--- config.mk ---
export PLATFORM = sky130hd
export DESIGN_NAME = rtsa_trim_supervisor_alarm
export DESIGN_NICKNAME = d
export VERILOG_FILES = /design/src/include/rtsa_pkg.sv /design/src/hw/rtsa_sec_gen.sv /design/src/hw/rtsa_trim_supervisor_alarm.sv
export SDC_FILE = /design/constraint.sdc
export NUM_CORES = 1
export LEC_CHECK = 0
export BUFFER_PORTS_ARGS = -buffer_cell sky130_fd_sc_hd__buf_2
export CAP_MARGIN = 20
export CORE_UTILIZATION = 30
export DETAILED_ROUTE_END_ITERATION = 8
export PLACE_DENSITY_LB_ADDON = 0.05
export SYNTH_ARGS = -nofsm -noshare
export SYNTH_HDL_FRONTEND = slang
export SYNTH_SLANG_ARGS = --single-unit
--- constraint.sdc ---
create_clock -name clock -period 3.7 [get_ports clock]
set_input_delay 0 -clock clock [delete_from_list [all_inputs] [get_ports clock]]
set_output_delay 0 -clock clock [all_outputs]
set_load 0.05 [all_outputs]
--- src/include/rtsa_pkg.sv ---
`default_nettype none
package rtsa_pkg;
    // register addresses on the internal register port
    localparam logic [3:0] ADDR_TRIM = 4'h7;
    localparam logic [3:0] ADDR_IRQ_CTRL = 4'he;
    localparam logic [3:0] ADDR_IRQ_STAT = 4'hf;

    // interrupt_enable_control fields
    localparam int CTL_WEEKLY_EN = 7;
    localparam int CTL_DAILY_EN = 6;
    localparam int CTL_HOUR24 = 5;
    localparam int CTL_CLKDIS_B = 4;
    localparam int CTL_TEST = 3;
    localparam int CTL_PSEL_MSB = 2;

    // interrupt_flag_status fields
    localparam int STAT_THRESH = 7;
    localparam int STAT_LOWSUP = 6;
    localparam int STAT_HALT = 5;
    localparam int STAT_SPARE = 4;
    localparam int STAT_CLKDIS_A = 3;
    localparam int STAT_PFLAG = 2;
    localparam int STAT_WFLAG = 1;
    localparam int STAT_DFLAG = 0;

    // reset values
    localparam logic [7:0] CTRL_RST = 8'h00;
    localparam logic [6:0] TRIM_RST = 7'h00;

    // trim code encoding
    localparam logic [6:0] TRIM_POS_BASE = 7'h01;
    localparam logic [7:0] TRIM_NEG_BASE = 8'h80;
    localparam logic [6:0] TRIM_NEG_NULL = 7'h41;

    // timing
    localparam int OSC_HZ = 32768;
    localparam int TRIM_PERIOD_SEC = 20;
    localparam longint TRIM_STEP_PPB = 3050;
    // one trim step in oscillator cycles per correction interval, rounded to nearest
    localparam int TRIM_STEP_CYCLES = int'((TRIM_STEP_PPB * OSC_HZ * TRIM_PERIOD_SEC
        + 64'd500000000) / 64'd1000000000);
    localparam longint SAMPLE_TIME_US = 7800;
    // least sampling window, rounded up to whole oscillator cycles
    localparam int SAMPLE_OSC_CYCLES = int'((SAMPLE_TIME_US * OSC_HZ + 64'd999999)
        / 64'd1000000);
    localparam int PHASE_W = 18;

    typedef enum logic [2:0] {
        PSEL_OFF = 3'h0,
        PSEL_LOW = 3'h1,
        PSEL_2HZ = 3'h2,
        PSEL_1HZ = 3'h3,
        PSEL_SEC = 3'h4,
        PSEL_MIN = 3'h5,
        PSEL_HOUR = 3'h6,
        PSEL_MONTH = 3'h7
    } rtsa_psel_type;

    typedef enum logic [1:0] {
        SMP_WAIT = 2'h0,
        SMP_RUN = 2'h1,
        SMP_EVAL = 2'h3
    } rtsa_smp_type;
endpackage
`default_nettype wire

--- src/hw/rtsa_sec_gen.sv ---
`default_nettype none
module rtsa_sec_gen #(
    parameter int OSC_PER_SEC = rtsa_pkg::OSC_HZ
) (
    input wire logic clock,
    input wire logic srst,
    input wire logic osc_edge,
    input wire logic [6:0] trim_code,
    output logic sec_tick,
    output logic [rtsa_pkg::PHASE_W-1:0] sec_phase
);
    localparam int W = rtsa_pkg::PHASE_W;
    localparam logic [W-1:0] NOM = W'(OSC_PER_SEC);
    localparam logic [W-1:0] STEP = W'(rtsa_pkg::TRIM_STEP_CYCLES);
    localparam logic [4:0] LAST_IDX = 5'(rtsa_pkg::TRIM_PERIOD_SEC - 1);
    localparam logic [4:0] PRE_IDX = 5'(rtsa_pkg::TRIM_PERIOD_SEC - 2);

    function automatic logic [6:0] trim_mag(input logic [6:0] code);
        logic [6:0] mag;
        mag = 7'h00;
        if (code[5:0] == 6'h00) begin
            mag = 7'h00;
        end else if (!code[6]) begin
            mag = code - rtsa_pkg::TRIM_POS_BASE;
        end else if (code == rtsa_pkg::TRIM_NEG_NULL) begin
            mag = 7'h00;
        end else begin
            mag = 7'(rtsa_pkg::TRIM_NEG_BASE - {1'b0, code});
        end
        return mag;
    endfunction

    logic [W-1:0] cnt_r;
    logic [W-1:0] len_r;
    logic [W-1:0] delta;
    logic [4:0] idx_r;
    logic tick_c;

    assign delta = W'(trim_mag(trim_code)) * STEP;
    assign tick_c = osc_edge && (cnt_r == len_r - 1'b1);
    assign sec_phase = cnt_r;

    always_ff @(posedge clock) begin
        if (srst) begin
            cnt_r <= '0;
        end else if (tick_c) begin
            cnt_r <= '0;
        end else if (osc_edge) begin
            cnt_r <= cnt_r + 1'b1;
        end
    end

    // trim is sampled when the last second of the interval starts
    always_ff @(posedge clock) begin
        if (srst) begin
            idx_r <= 5'h00;
            len_r <= NOM;
        end else if (tick_c) begin
            idx_r <= (idx_r == LAST_IDX) ? 5'h00 : idx_r + 1'b1;
            if (idx_r == PRE_IDX) begin
                len_r <= trim_code[6] ? NOM - delta : NOM + delta;
            end else begin
                len_r <= NOM;
            end
        end
    end

    always_ff @(posedge clock) begin
        if (srst) begin
            sec_tick <= 1'b0;
        end else begin
            sec_tick <= tick_c;
        end
    end
endmodule
`default_nettype wire

--- src/hw/rtsa_trim_supervisor_alarm.sv ---
`default_nettype none
// Contract
// adjust the second count once in every 20-second interval from trim.
// no correction when the six low trim bits are zero.
// positive code: correction size is code minus one.
// negative code: correction size is 80h minus code.
// codes for 0, +1, -64 and -63 give no correction.
// positive codes 02h to 3Fh lengthen seconds, slowing the count.
// negative codes shorten seconds, speeding the count.
// raw clock output is never touched by trim.
// halt and low-supply flags stay one until software writes zero.
// setting the halt flag clears the low-supply flag.
// halt clears trim, enables, control bits, threshold, spare and all flags. The code sets the halt flag itself to one.
// power-up reset sets the halt flag.
// sample supply 7.8ms each second, threshold by select bit, flag drops.
// no supply sampling while the low-supply flag is set.
// alarm matches pull second pin (weekly) or third pin (daily) low.
// flag bits at Fh D2..D0; enables D7, D6, select D2..D0 at Eh.
// periodic select all zero disables the periodic first pin.
// after power-up with enables zero all three pins are released.
// enable one arms its alarm; reading a flag shows it fired.
// writing one to an alarm flag is ignored; zero clears it.
// clearing an alarm flag keeps its enable; next match fires again.
// host disables an alarm before changing its alarm time.
// level mode holds the periodic pin low until flag written zero.
// select codes: off, low, 2Hz, 1Hz, per second, minute, hour, month.
// alarms compare once when the minute changes.
// each pin is low only while its flag and enable are set; the first pin in low, 2Hz and 1Hz modes ignores its flag.
module rtsa_trim_supervisor_alarm #(
    parameter int OSC_PER_SEC = rtsa_pkg::OSC_HZ,
    parameter int SAMPLE_OSC_CYCLES = rtsa_pkg::SAMPLE_OSC_CYCLES
) (
    input wire logic clock,
    input wire logic srst,
    input wire logic [3:0] reg_addr,
    input wire logic reg_wr,
    input wire logic [7:0] reg_wdata,
    output logic [7:0] reg_rdata,
    input wire logic osc_in,
    input wire logic osc_halt_detect,
    input wire logic supply_below_thresh,
    input wire logic [2:0] cur_dow,
    input wire logic [5:0] cur_hour,
    input wire logic [6:0] cur_minute,
    input wire logic [6:0] alarm_w_days,
    input wire logic [5:0] alarm_w_hour,
    input wire logic [6:0] alarm_w_minute,
    input wire logic [5:0] alarm_d_hour,
    input wire logic [6:0] alarm_d_minute,
    input wire logic minute_start,
    input wire logic hour_start,
    input wire logic month_start,
    output logic sec_tick,
    output logic raw_clock_out,
    output logic supply_sample_en,
    output logic threshold_select,
    output logic hour_24_mode,
    output logic clkout_disable_a,
    output logic clkout_disable_b,
    output logic test_mode,
    output logic irq_pin_first_out,
    output logic irq_pin_first_oe,
    output logic irq_pin_second_out,
    output logic irq_pin_second_oe,
    output logic irq_pin_third_out,
    output logic irq_pin_third_oe
);
    localparam int W = rtsa_pkg::PHASE_W;
    localparam logic [W-1:0] HALF = W'(OSC_PER_SEC / 2);
    localparam logic [W-1:0] QUART = W'(OSC_PER_SEC / 4);
    localparam logic [15:0] SMP_LAST = 16'(SAMPLE_OSC_CYCLES - 1);

    logic osc_s1, osc_s2, osc_s3;
    logic halt_s1, halt_s2;
    logic sup_s1, sup_s2;
    logic osc_edge;
    logic halt_now;
    logic [7:0] ctrl_r;
    logic [6:0] trim_r;
    logic thresh_r, spare_r, clkdis_a_r;
    logic osc_halt_r, low_supply_r;
    logic weekly_flag_r, daily_flag_r, per_flag_r;
    logic wr_ctl, wr_stat, wr_trim;
    logic [6:0] min_prev_r;
    logic min_changed, weekly_match, daily_match;
    logic weekly_set, daily_set, per_set, per_evt, per_pin;
    logic supply_drop_set, drop_seen_r;
    logic [15:0] smp_cnt_r;
    logic [2:0] irq_oe_r;
    logic [7:0] stat_view;
    logic [W-1:0] sec_phase;
    rtsa_pkg::rtsa_psel_type psel;
    rtsa_pkg::rtsa_smp_type smp_state_r;

    // pin synchronisers; stage one feeds only stage two. kept out of reset so they
    // track the pins through reset and no false oscillator edge follows its release
    always_ff @(posedge clock) begin
        osc_s1 <= osc_in;
        osc_s2 <= osc_s1;
        osc_s3 <= osc_s2;
        halt_s1 <= osc_halt_detect;
        halt_s2 <= halt_s1;
        sup_s1 <= supply_below_thresh;
        sup_s2 <= sup_s1;
    end

    assign osc_edge = osc_s2 && !osc_s3;
    assign halt_now = halt_s2;

    // raw clock follows the oscillator only, trim never reaches it
    always_ff @(posedge clock) begin
        if (srst) begin
            raw_clock_out <= 1'b0;
        end else begin
            raw_clock_out <= osc_s2;
        end
    end

    rtsa_sec_gen #(
        .OSC_PER_SEC(OSC_PER_SEC)
    ) u_sec_gen (
        .clock(clock),
        .srst(srst),
        .osc_edge(osc_edge),
        .trim_code(trim_r),
        .sec_tick(sec_tick),
        .sec_phase(sec_phase)
    );

    assign wr_ctl = reg_wr && (reg_addr == rtsa_pkg::ADDR_IRQ_CTRL);
    assign wr_stat = reg_wr && (reg_addr == rtsa_pkg::ADDR_IRQ_STAT);
    assign wr_trim = reg_wr && (reg_addr == rtsa_pkg::ADDR_TRIM);

    // a halt wipes configuration and wins over a write in the same cycle
    always_ff @(posedge clock) begin
        if (srst || halt_now) begin
            ctrl_r <= rtsa_pkg::CTRL_RST;
        end else if (wr_ctl) begin
            ctrl_r <= reg_wdata;
        end
    end

    always_ff @(posedge clock) begin
        if (srst || halt_now) begin
            trim_r <= rtsa_pkg::TRIM_RST;
        end else if (wr_trim) begin
            trim_r <= reg_wdata[6:0];
        end
    end

    always_ff @(posedge clock) begin
        if (srst || halt_now) begin
            thresh_r <= 1'b0;
            spare_r <= 1'b0;
            clkdis_a_r <= 1'b0;
        end else if (wr_stat) begin
            thresh_r <= reg_wdata[rtsa_pkg::STAT_THRESH];
            spare_r <= reg_wdata[rtsa_pkg::STAT_SPARE];
            clkdis_a_r <= reg_wdata[rtsa_pkg::STAT_CLKDIS_A];
        end
    end

    always_ff @(posedge clock) begin
        if (srst || halt_now) begin
            osc_halt_r <= 1'b1;
        end else if (wr_stat && !reg_wdata[rtsa_pkg::STAT_HALT]) begin
            osc_halt_r <= 1'b0;
        end
    end

    always_ff @(posedge clock) begin
        if (srst || halt_now) begin
            low_supply_r <= 1'b0;
        end else begin
            low_supply_r <= supply_drop_set
                || (low_supply_r && !(wr_stat && !reg_wdata[rtsa_pkg::STAT_LOWSUP]));
        end
    end

    // supply sampler: one window per second, parked while a drop is recorded
    always_ff @(posedge clock) begin
        if (srst || halt_now) begin
            smp_state_r <= rtsa_pkg::SMP_WAIT;
            smp_cnt_r <= 16'h0000;
            drop_seen_r <= 1'b0;
        end else begin
            case (smp_state_r)
                rtsa_pkg::SMP_WAIT: begin
                    if (sec_tick && !low_supply_r) begin
                        smp_state_r <= rtsa_pkg::SMP_RUN;
                        smp_cnt_r <= 16'h0000;
                        drop_seen_r <= 1'b0;
                    end
                end
                rtsa_pkg::SMP_RUN: begin
                    if (low_supply_r) begin
                        smp_state_r <= rtsa_pkg::SMP_WAIT;
                    end else begin
                        drop_seen_r <= drop_seen_r || sup_s2;
                        if (osc_edge) begin
                            smp_cnt_r <= smp_cnt_r + 1'b1;
                            if (smp_cnt_r == SMP_LAST) begin
                                smp_state_r <= rtsa_pkg::SMP_EVAL;
                            end
                        end
                    end
                end
                rtsa_pkg::SMP_EVAL: begin
                    smp_state_r <= rtsa_pkg::SMP_WAIT;
                end
                default: begin
                    smp_state_r <= rtsa_pkg::SMP_WAIT;
                end
            endcase
        end
    end

    assign supply_drop_set = (smp_state_r == rtsa_pkg::SMP_EVAL) && drop_seen_r;
    assign supply_sample_en = (smp_state_r == rtsa_pkg::SMP_RUN);

    // alarms look once per new minute so a cleared flag is not re-fired
    always_ff @(posedge clock) begin
        if (srst) begin
            min_prev_r <= 7'h00;
        end else begin
            min_prev_r <= cur_minute;
        end
    end

    assign min_changed = (cur_minute != min_prev_r);
    assign weekly_match = (cur_dow < 3'h7) && alarm_w_days[cur_dow]
        && (cur_hour == alarm_w_hour) && (cur_minute == alarm_w_minute);
    assign daily_match = (cur_hour == alarm_d_hour) && (cur_minute == alarm_d_minute);
    assign weekly_set = min_changed && weekly_match && ctrl_r[rtsa_pkg::CTL_WEEKLY_EN];
    assign daily_set = min_changed && daily_match && ctrl_r[rtsa_pkg::CTL_DAILY_EN];

    // a set in the same cycle as a zero write wins
    always_ff @(posedge clock) begin
        if (srst || halt_now) begin
            weekly_flag_r <= 1'b0;
            daily_flag_r <= 1'b0;
        end else begin
            weekly_flag_r <= weekly_set
                || (weekly_flag_r && !(wr_stat && !reg_wdata[rtsa_pkg::STAT_WFLAG]));
            daily_flag_r <= daily_set
                || (daily_flag_r && !(wr_stat && !reg_wdata[rtsa_pkg::STAT_DFLAG]));
        end
    end

    assign psel = rtsa_pkg::rtsa_psel_type'(ctrl_r[rtsa_pkg::CTL_PSEL_MSB:0]);

    always_comb begin
        per_evt = 1'b0;
        case (psel)
            rtsa_pkg::PSEL_SEC: per_evt = sec_tick;
            rtsa_pkg::PSEL_MIN: per_evt = minute_start;
            rtsa_pkg::PSEL_HOUR: per_evt = hour_start;
            rtsa_pkg::PSEL_MONTH: per_evt = month_start;
            default: per_evt = 1'b0;
        endcase
    end

    assign per_set = per_evt;

    always_ff @(posedge clock) begin
        if (srst || halt_now) begin
            per_flag_r <= 1'b0;
        end else begin
            per_flag_r <= per_set
                || (per_flag_r && !(wr_stat && !reg_wdata[rtsa_pkg::STAT_PFLAG]));
        end
    end

    // pulse modes use the trimmed second phase, so a corrected second lengthens or shortens them
    always_comb begin
        per_pin = 1'b0;
        case (psel)
            rtsa_pkg::PSEL_OFF: per_pin = 1'b0;
            rtsa_pkg::PSEL_LOW: per_pin = 1'b1;
            rtsa_pkg::PSEL_2HZ: per_pin = (sec_phase < QUART)
                || ((sec_phase >= HALF) && (sec_phase < HALF + QUART));
            rtsa_pkg::PSEL_1HZ: per_pin = (sec_phase < HALF);
            default: per_pin = per_flag_r;
        endcase
    end

    always_ff @(posedge clock) begin
        if (srst) begin
            irq_oe_r <= 3'h0;
        end else begin
            irq_oe_r[0] <= per_pin;
            irq_oe_r[1] <= weekly_flag_r && ctrl_r[rtsa_pkg::CTL_WEEKLY_EN];
            irq_oe_r[2] <= daily_flag_r && ctrl_r[rtsa_pkg::CTL_DAILY_EN];
        end
    end

    assign irq_pin_first_oe = irq_oe_r[0];
    assign irq_pin_second_oe = irq_oe_r[1];
    assign irq_pin_third_oe = irq_oe_r[2];
    assign irq_pin_first_out = 1'b0;
    assign irq_pin_second_out = 1'b0;
    assign irq_pin_third_out = 1'b0;

    assign threshold_select = thresh_r;
    assign hour_24_mode = ctrl_r[rtsa_pkg::CTL_HOUR24];
    assign clkout_disable_a = clkdis_a_r;
    assign clkout_disable_b = ctrl_r[rtsa_pkg::CTL_CLKDIS_B];
    assign test_mode = ctrl_r[rtsa_pkg::CTL_TEST];

    always_comb begin
        stat_view = 8'h00;
        stat_view[rtsa_pkg::STAT_THRESH] = thresh_r;
        stat_view[rtsa_pkg::STAT_LOWSUP] = low_supply_r;
        stat_view[rtsa_pkg::STAT_HALT] = osc_halt_r;
        stat_view[rtsa_pkg::STAT_SPARE] = spare_r;
        stat_view[rtsa_pkg::STAT_CLKDIS_A] = clkdis_a_r;
        stat_view[rtsa_pkg::STAT_PFLAG] = per_flag_r;
        stat_view[rtsa_pkg::STAT_WFLAG] = weekly_flag_r;
        stat_view[rtsa_pkg::STAT_DFLAG] = daily_flag_r;
    end

    always_ff @(posedge clock) begin
        if (srst) begin
            reg_rdata <= 8'h00;
        end else begin
            case (reg_addr)
                rtsa_pkg::ADDR_IRQ_CTRL: reg_rdata <= ctrl_r;
                rtsa_pkg::ADDR_IRQ_STAT: reg_rdata <= stat_view;
                rtsa_pkg::ADDR_TRIM: reg_rdata <= {1'b0, trim_r};
                default: reg_rdata <= 8'h00;
            endcase
        end
    end
endmodule
`default_nettype wire

* After elaboration in Yosys (flattened, before gate mapping)
Cells that the tools add are included.
** Word-level totals
- Register bits after elaboration :: 110
- Word-level logic and storage cells :: 145
- Output and inout bits :: 22
** Operators by class
- $add $sub $neg :: 8
- Muxes and demuxes :: 23
- Reduce and logical (&&, ||, !) cells :: 53
- Order comparisons :: 6
- Eq/ne operators :: 27
** Operator list (number)
- two-way mux 16 bit :: 3
- less-than comparator 18 x 15 -> 1 bit, second input constant :: 2
- two-way mux 18 bit :: 2
- one-hot mux 16 bit (2 select lines) :: 1
- logical AND 1 bit :: 27
- one-hot mux 8 bit (3 select lines) :: 1
- two-way mux 7 bit :: 3
- adder 18 x 1 -> 18 bit, second input constant :: 1
- equality test 18 bit :: 1
- greater-or-equal comparator 18 x 15 -> 1 bit, second input constant :: 1
- less-than comparator 18 x 14 -> 1 bit, second input constant :: 1
- subtractor 18 x 1 -> 18 bit, second input constant :: 1
- adder 16 x 8 -> 17 bit, first input constant :: 1
- subtractor 16 x 8 -> 17 bit, first input constant :: 1
- adder 16 x 1 -> 16 bit, second input constant :: 1
- equality test 16 x 8 -> 1 bit, second input constant :: 1
- equality test 7 bit :: 2
- equality test 3 bit, second input constant :: 4
- equality test 6 bit :: 2
- zero test 1 bit :: 11
- equality test 5 bit, second input constant :: 2
- equality test 4 bit, second input constant :: 2
- two-way mux 2 bit :: 4
- one-hot mux 1 bit (4 select lines) :: 2
- 28 further kinds :: 40

* Longest topological paths before layout
- Word-level depth :: 8
- Depth in mapped cells :: 14
- Depth with buffers taken out :: 13

* Cells and area by module
From an unflattened synthesis, not the netlist that was laid out.
** Second synthesis, totals
- Cell total of the unflattened synthesis :: 629
- Area total of the unflattened synthesis :: 5600.4 um^2
** Modules (own cells, without submodules)
- rtsa_trim_supervisor_alarm :: area each 3076.7 um^2, cells an instance 322, instances 1
- rtsa_sec_gen :: area each 2523.7 um^2, cells an instance 307, instances 1

* Least setup slack after synthesis
No wires, ideal clock.
- Path kind :: register to register
- Start :: reg u_sec_gen.len_r[1]
- End :: reg u_sec_gen.idx_r[4]
- Required time :: 3625 ps
- Arrival time :: 2948 ps
- Buffers on the path :: 2
- Setup slack :: 678 ps
- Cell stages (with the launch flop) :: 11
- Setup time :: 75 ps
- Cell sequence :: dfxtp_1 > inv_1 > ha_1 > or3b_1 > clkbuf_1 > o41ai_1 > o211ai_1 > or4_4 > buf_6 > or4_1 > a31oi_1
** On the way
- Word-level cells in the longest chain between the ends :: 3
** RTL lines
- start, declared :: RTL line rtsa_sec_gen.sv:34 : logic [W-1:0] len_r;
- start signal, assigned :: RTL line rtsa_sec_gen.sv:61 : len_r <= trim_code[6] ? NOM - delta : NOM + delta;
- subtractor 18 x 1 -> 18 bit :: RTL line rtsa_sec_gen.sv:40 : assign tick_c = osc_edge && (cnt_r == len_r - 1'b1);
- equality test 18 bit :: RTL line rtsa_sec_gen.sv:40
- logical AND 1 bit :: RTL line rtsa_sec_gen.sv:40
- end signal, assigned :: RTL line rtsa_sec_gen.sv:59 : idx_r <= (idx_r == LAST_IDX) ? 5'h00 : idx_r + 1'b1;
- end, declared :: RTL line rtsa_sec_gen.sv:36 : logic [4:0] idx_r;
No other way between the ends.
A chain may end at the register's enable or synchronous reset.

* Worst setup path in the final report
- Start :: reg u_sec_gen.len_r[1]
- End :: reg u_sec_gen.len_r[2]
** On the way
- Word-level cells in the longest chain between the ends :: 3
** RTL lines (RTL line)
- subtractor 18 x 1 -> 18 bit :: rtsa_sec_gen.sv:40
- equality test 18 bit :: rtsa_sec_gen.sv:40
- logical AND 1 bit :: rtsa_sec_gen.sv:40
No other way between the ends.

==> results.cfg <==
[power]
powerDensity_nw_per_um2 = 349
irDropWorstVdd_uv = 201
p_leak_nw = 2.58

[detailed_routing]
drt_first_pass_iters = 4
first_iter_violations = 248
antenna_left = 0
drc = 0
vias = 5025
wl_per_cell_um = 15.5
wl_um = 15300
via_per_inst = 5.10

[worst_setup_path]
r2r_slack_ns = 0.25
crit_path_end_kind = flip-flop
critPathKind = flip-flop to flip-flop
cp_slowest_stage_delay_ns = 0.67
path_buf_inv = 1
worst_setup_path_start_kind = flip-flop
crit_fanout = 11
worstPathCellList = inv_1 -> ha_1 -> or3b_1 -> o41ai_1 -> o211ai_1 -> or4_4 -> or4_1 -> o22ai_1
worstReg2RegStart = u_sec_gen.len_r[1]
cp.arrival_ns = 3.72
worst_r2r_endpoint = u_sec_gen.len_r[2]
critPathSlowestCell = or4_1
cp.depth = 8
critPathTopFamily = simple AND/OR/NAND/NOR gates
r2r_cells = 8
worstPathRequired_ns = 3.97

[logic_synthesis]
synth_flop_cell = dfxtp_1
synth_edf_count = 0
synthAdderAreaFrac_pct = 2.24
synth_compound_area_share_pct = 11.7
synth-seq-cells = 105
synthCells = 663
yosys.area_share.simple_pct = 25.0
synthMuxAreaShare_pct = 5.32
async_flop_share_pct = 0
yosys.area_share.xor_xnor_pct = 13.5
synth_top_family_by_area = simple AND/OR/NAND/NOR gates
syn_area_per_cell_um2 = 8.44
ys_seq_area_share_pct = 37.6
syn-cell-area_um2 = 5600
synth.distinct_cells = 61
yosysWarnings = 0

[clock_tree]
clkLatencyLatePin_ns = 0.35
numCtsBuffers = 9
htreeDepth = 3
cts.sinks = 105
cts_tree = done
ctsResizeCount = 0
root_buffer = clkbuf_16
clkTransAtPathRegs_ns = 0.07
cts-hold-fix-buffers = 19
post_cts_buffers = 0
clockBufferDepth = 2

[final_layout]
finish.utilization_pct = 37.1
final_nets = 832
num_antenna_cells = 0
fill_cells = 1896
syn2layout_area_growth_pct = 20.2
final_area_um2 = 6730
drive_gt1_share_pct = 16.8

[placed_design]
preCtsSetupSlack_ns = 0.302
placed_area_um2 = 6220
portBuffers = 88
gp_congestion = 0.845
dpl.hpwl_um = 11400

[floorplanning]
num_rows = 49
die_w_um = 139
start_util_pct = 30.8
fp.coreArea_um2 = 18100
die_area_um2 = 19200
io-pin-count = 92
die_y_um = 139

[hold_path]
hold_start = cur_dow[2]
holdPathEnd = weekly_flag_r
min_path_cells = 4
hold_path.class = input pin to flip-flop

[timing]
post-route-min-period_ns = 3.45
slew_viol_final = 0
setup_ws_ns = 0.248
fmax_mhz = 290
hold_viol_final = 0
setup_viol = 0
rsz0062_at_grt = false
min_period_over_period_pct = 93.3
tns_ns = 0
worst_hold_slack_ns = 0.0299
tightest_slew_ns = 0.973
fin_worst_skew_ns = 0.00903
slew_headroom_pct = 35.0

[outcome]
outcome = finished, final reports clean

[global_routing]
grt.total_usage_pct = 16.5
grt_overflow = 0
grt_pass1_vias = 4881
grt_max_degree = 29
grt_first_pass_wirelength_um = 25200
grt_antenna_before_repair = 0

[job]
cap_violations = 0
[per-layer routing]
metal / wire length (µm) / vias up / GRT usage (%) / part of all wire, %
met4: 252 / 0 / 5.68 / 1.6
li1: - / 2503 / - / -
met2: 7220 / 119 / 27.0 / 47
met3: 516 / 20 / 3.73 / 3.4
met5: 0 / - / 0 / 0
met1: 7340 / 2383 / 21.2 / 48
[tightest hold or removal path, delay by kind of cell]
family | cells | cell delay [ns]
buf+inv | 1 | 0.09
compound gates | 3 | 0.24
[worst max-delay path by stage]
stage / from / endpoint
2_1_floorplan: u_sec_gen.len_r[1] / u_sec_gen.idx_r[4]
3_3_place_gp: u_sec_gen.len_r[1] / u_sec_gen.len_r[1]
3_5_place_dp: u_sec_gen.len_r[1] / u_sec_gen.len_r[2]
4_1_cts: u_sec_gen.len_r[1] / u_sec_gen.len_r[2]
5_1_grt: u_sec_gen.len_r[1] / u_sec_gen.len_r[2]
6_report: u_sec_gen.len_r[1] / u_sec_gen.len_r[2]
[metrics by stage]
stage               instances  power (mW)
global route              986        2.46
finish                    986        2.35
global placement          950        1.34
floorplan                 665        1.27
detailed placement        950        1.34
CTS                       985        2.39
[report_power, final]
| part | internal [mW] | switching, mW |
|---|---|---|
| clock | 0.566 | 0.455 |
| combinational | 0.0841 | 0.0964 |
| sequential | 1.14 | 0.00669 |
[synthesized netlist by cell type (5+ instances only)]
master / n / area (µm²)
nor2b_1: 14 / 87.6
ha_1: 10 / 125
a21oi_1: 27 / 135
and2_1: 5 / 31.3
o211ai_1: 5 / 37.5
mux2i_1: 23 / 230
xor2_1: 51 / 447
nor3b_1: 6 / 45.0
nor3_1: 19 / 95.1
dfxtp_1: 105 / 2100
inv_1: 20 / 75.1
nand3_1: 34 / 170
nor4_1: 18 / 113
nand2_1: 38 / 143
o21ai_0: 23 / 115
nand4_1: 20 / 125
xnor2_1: 35 / 307
nand2b_1: 7 / 43.8
and3_1: 7 / 43.8
or3_1: 5 / 31.3
buf_2: 8 / 40.0
o22ai_1: 8 / 50.1
nor2_1: 80 / 300
clkbuf_1: 26 / 97.6
[state kept, by name, summed over array words and instances (netlist names), 2 cells and up]
register	cells
reg_rdata	8
smp_state_r	2
u_sec_gen.sec_phase	18
trim_r	7
ctrl_r	8
irq_oe_r	3
u_sec_gen.len_r	13
u_sec_gen.idx_r	5
smp_cnt_r	16
min_prev_r	7
[cell type report]
class / instances / area [µm²] / share of cell area (%)
Tap cell: 229 / 287 / 4.26
Clock buffer: 11 / 253 / 3.76
Timing Repair Buffer: 117 / 706 / 10.5
Inverter: 20 / 75.1 / 1.12
Multi-Input combinational cell: 499 / 3240 / 48.2
Clock inverter: 5 / 62.6 / 0.930
Sequential cell: 105 / 2100 / 31.2
[kinds of logic after synthesis]
group	Yosys count
other cells	1
fa+ha+maj	10
mux	27
compound gates	101
xor+xnor	86
buf+inv	61
flops	105
simple gates	272
[cells in the final DEF (no fill, tap or decap), types with 5 or more instances in the layout]
cell,n
nand2_1,38
inv_1,20
nand4_1,20
nand3_1,34
nor2_1,80
mux2i_1,23
and3_1,7
ha_1,10
xor2_1,51
o22ai_1,8
or3_1,5
buf_4,10
nor3_1,19
xnor2_1,35
o21ai_0,22
buf_2,88
a21oi_1,27
clkbuf_16,9
and2_1,5
nor4_1,18
dlygate4sd3_1,19
nand2b_1,7
o211ai_1,5
dfxtp_1,105
nor2b_1,14
nor3b_1,6
Note: power is estimated with default switching activity, not from simulation.
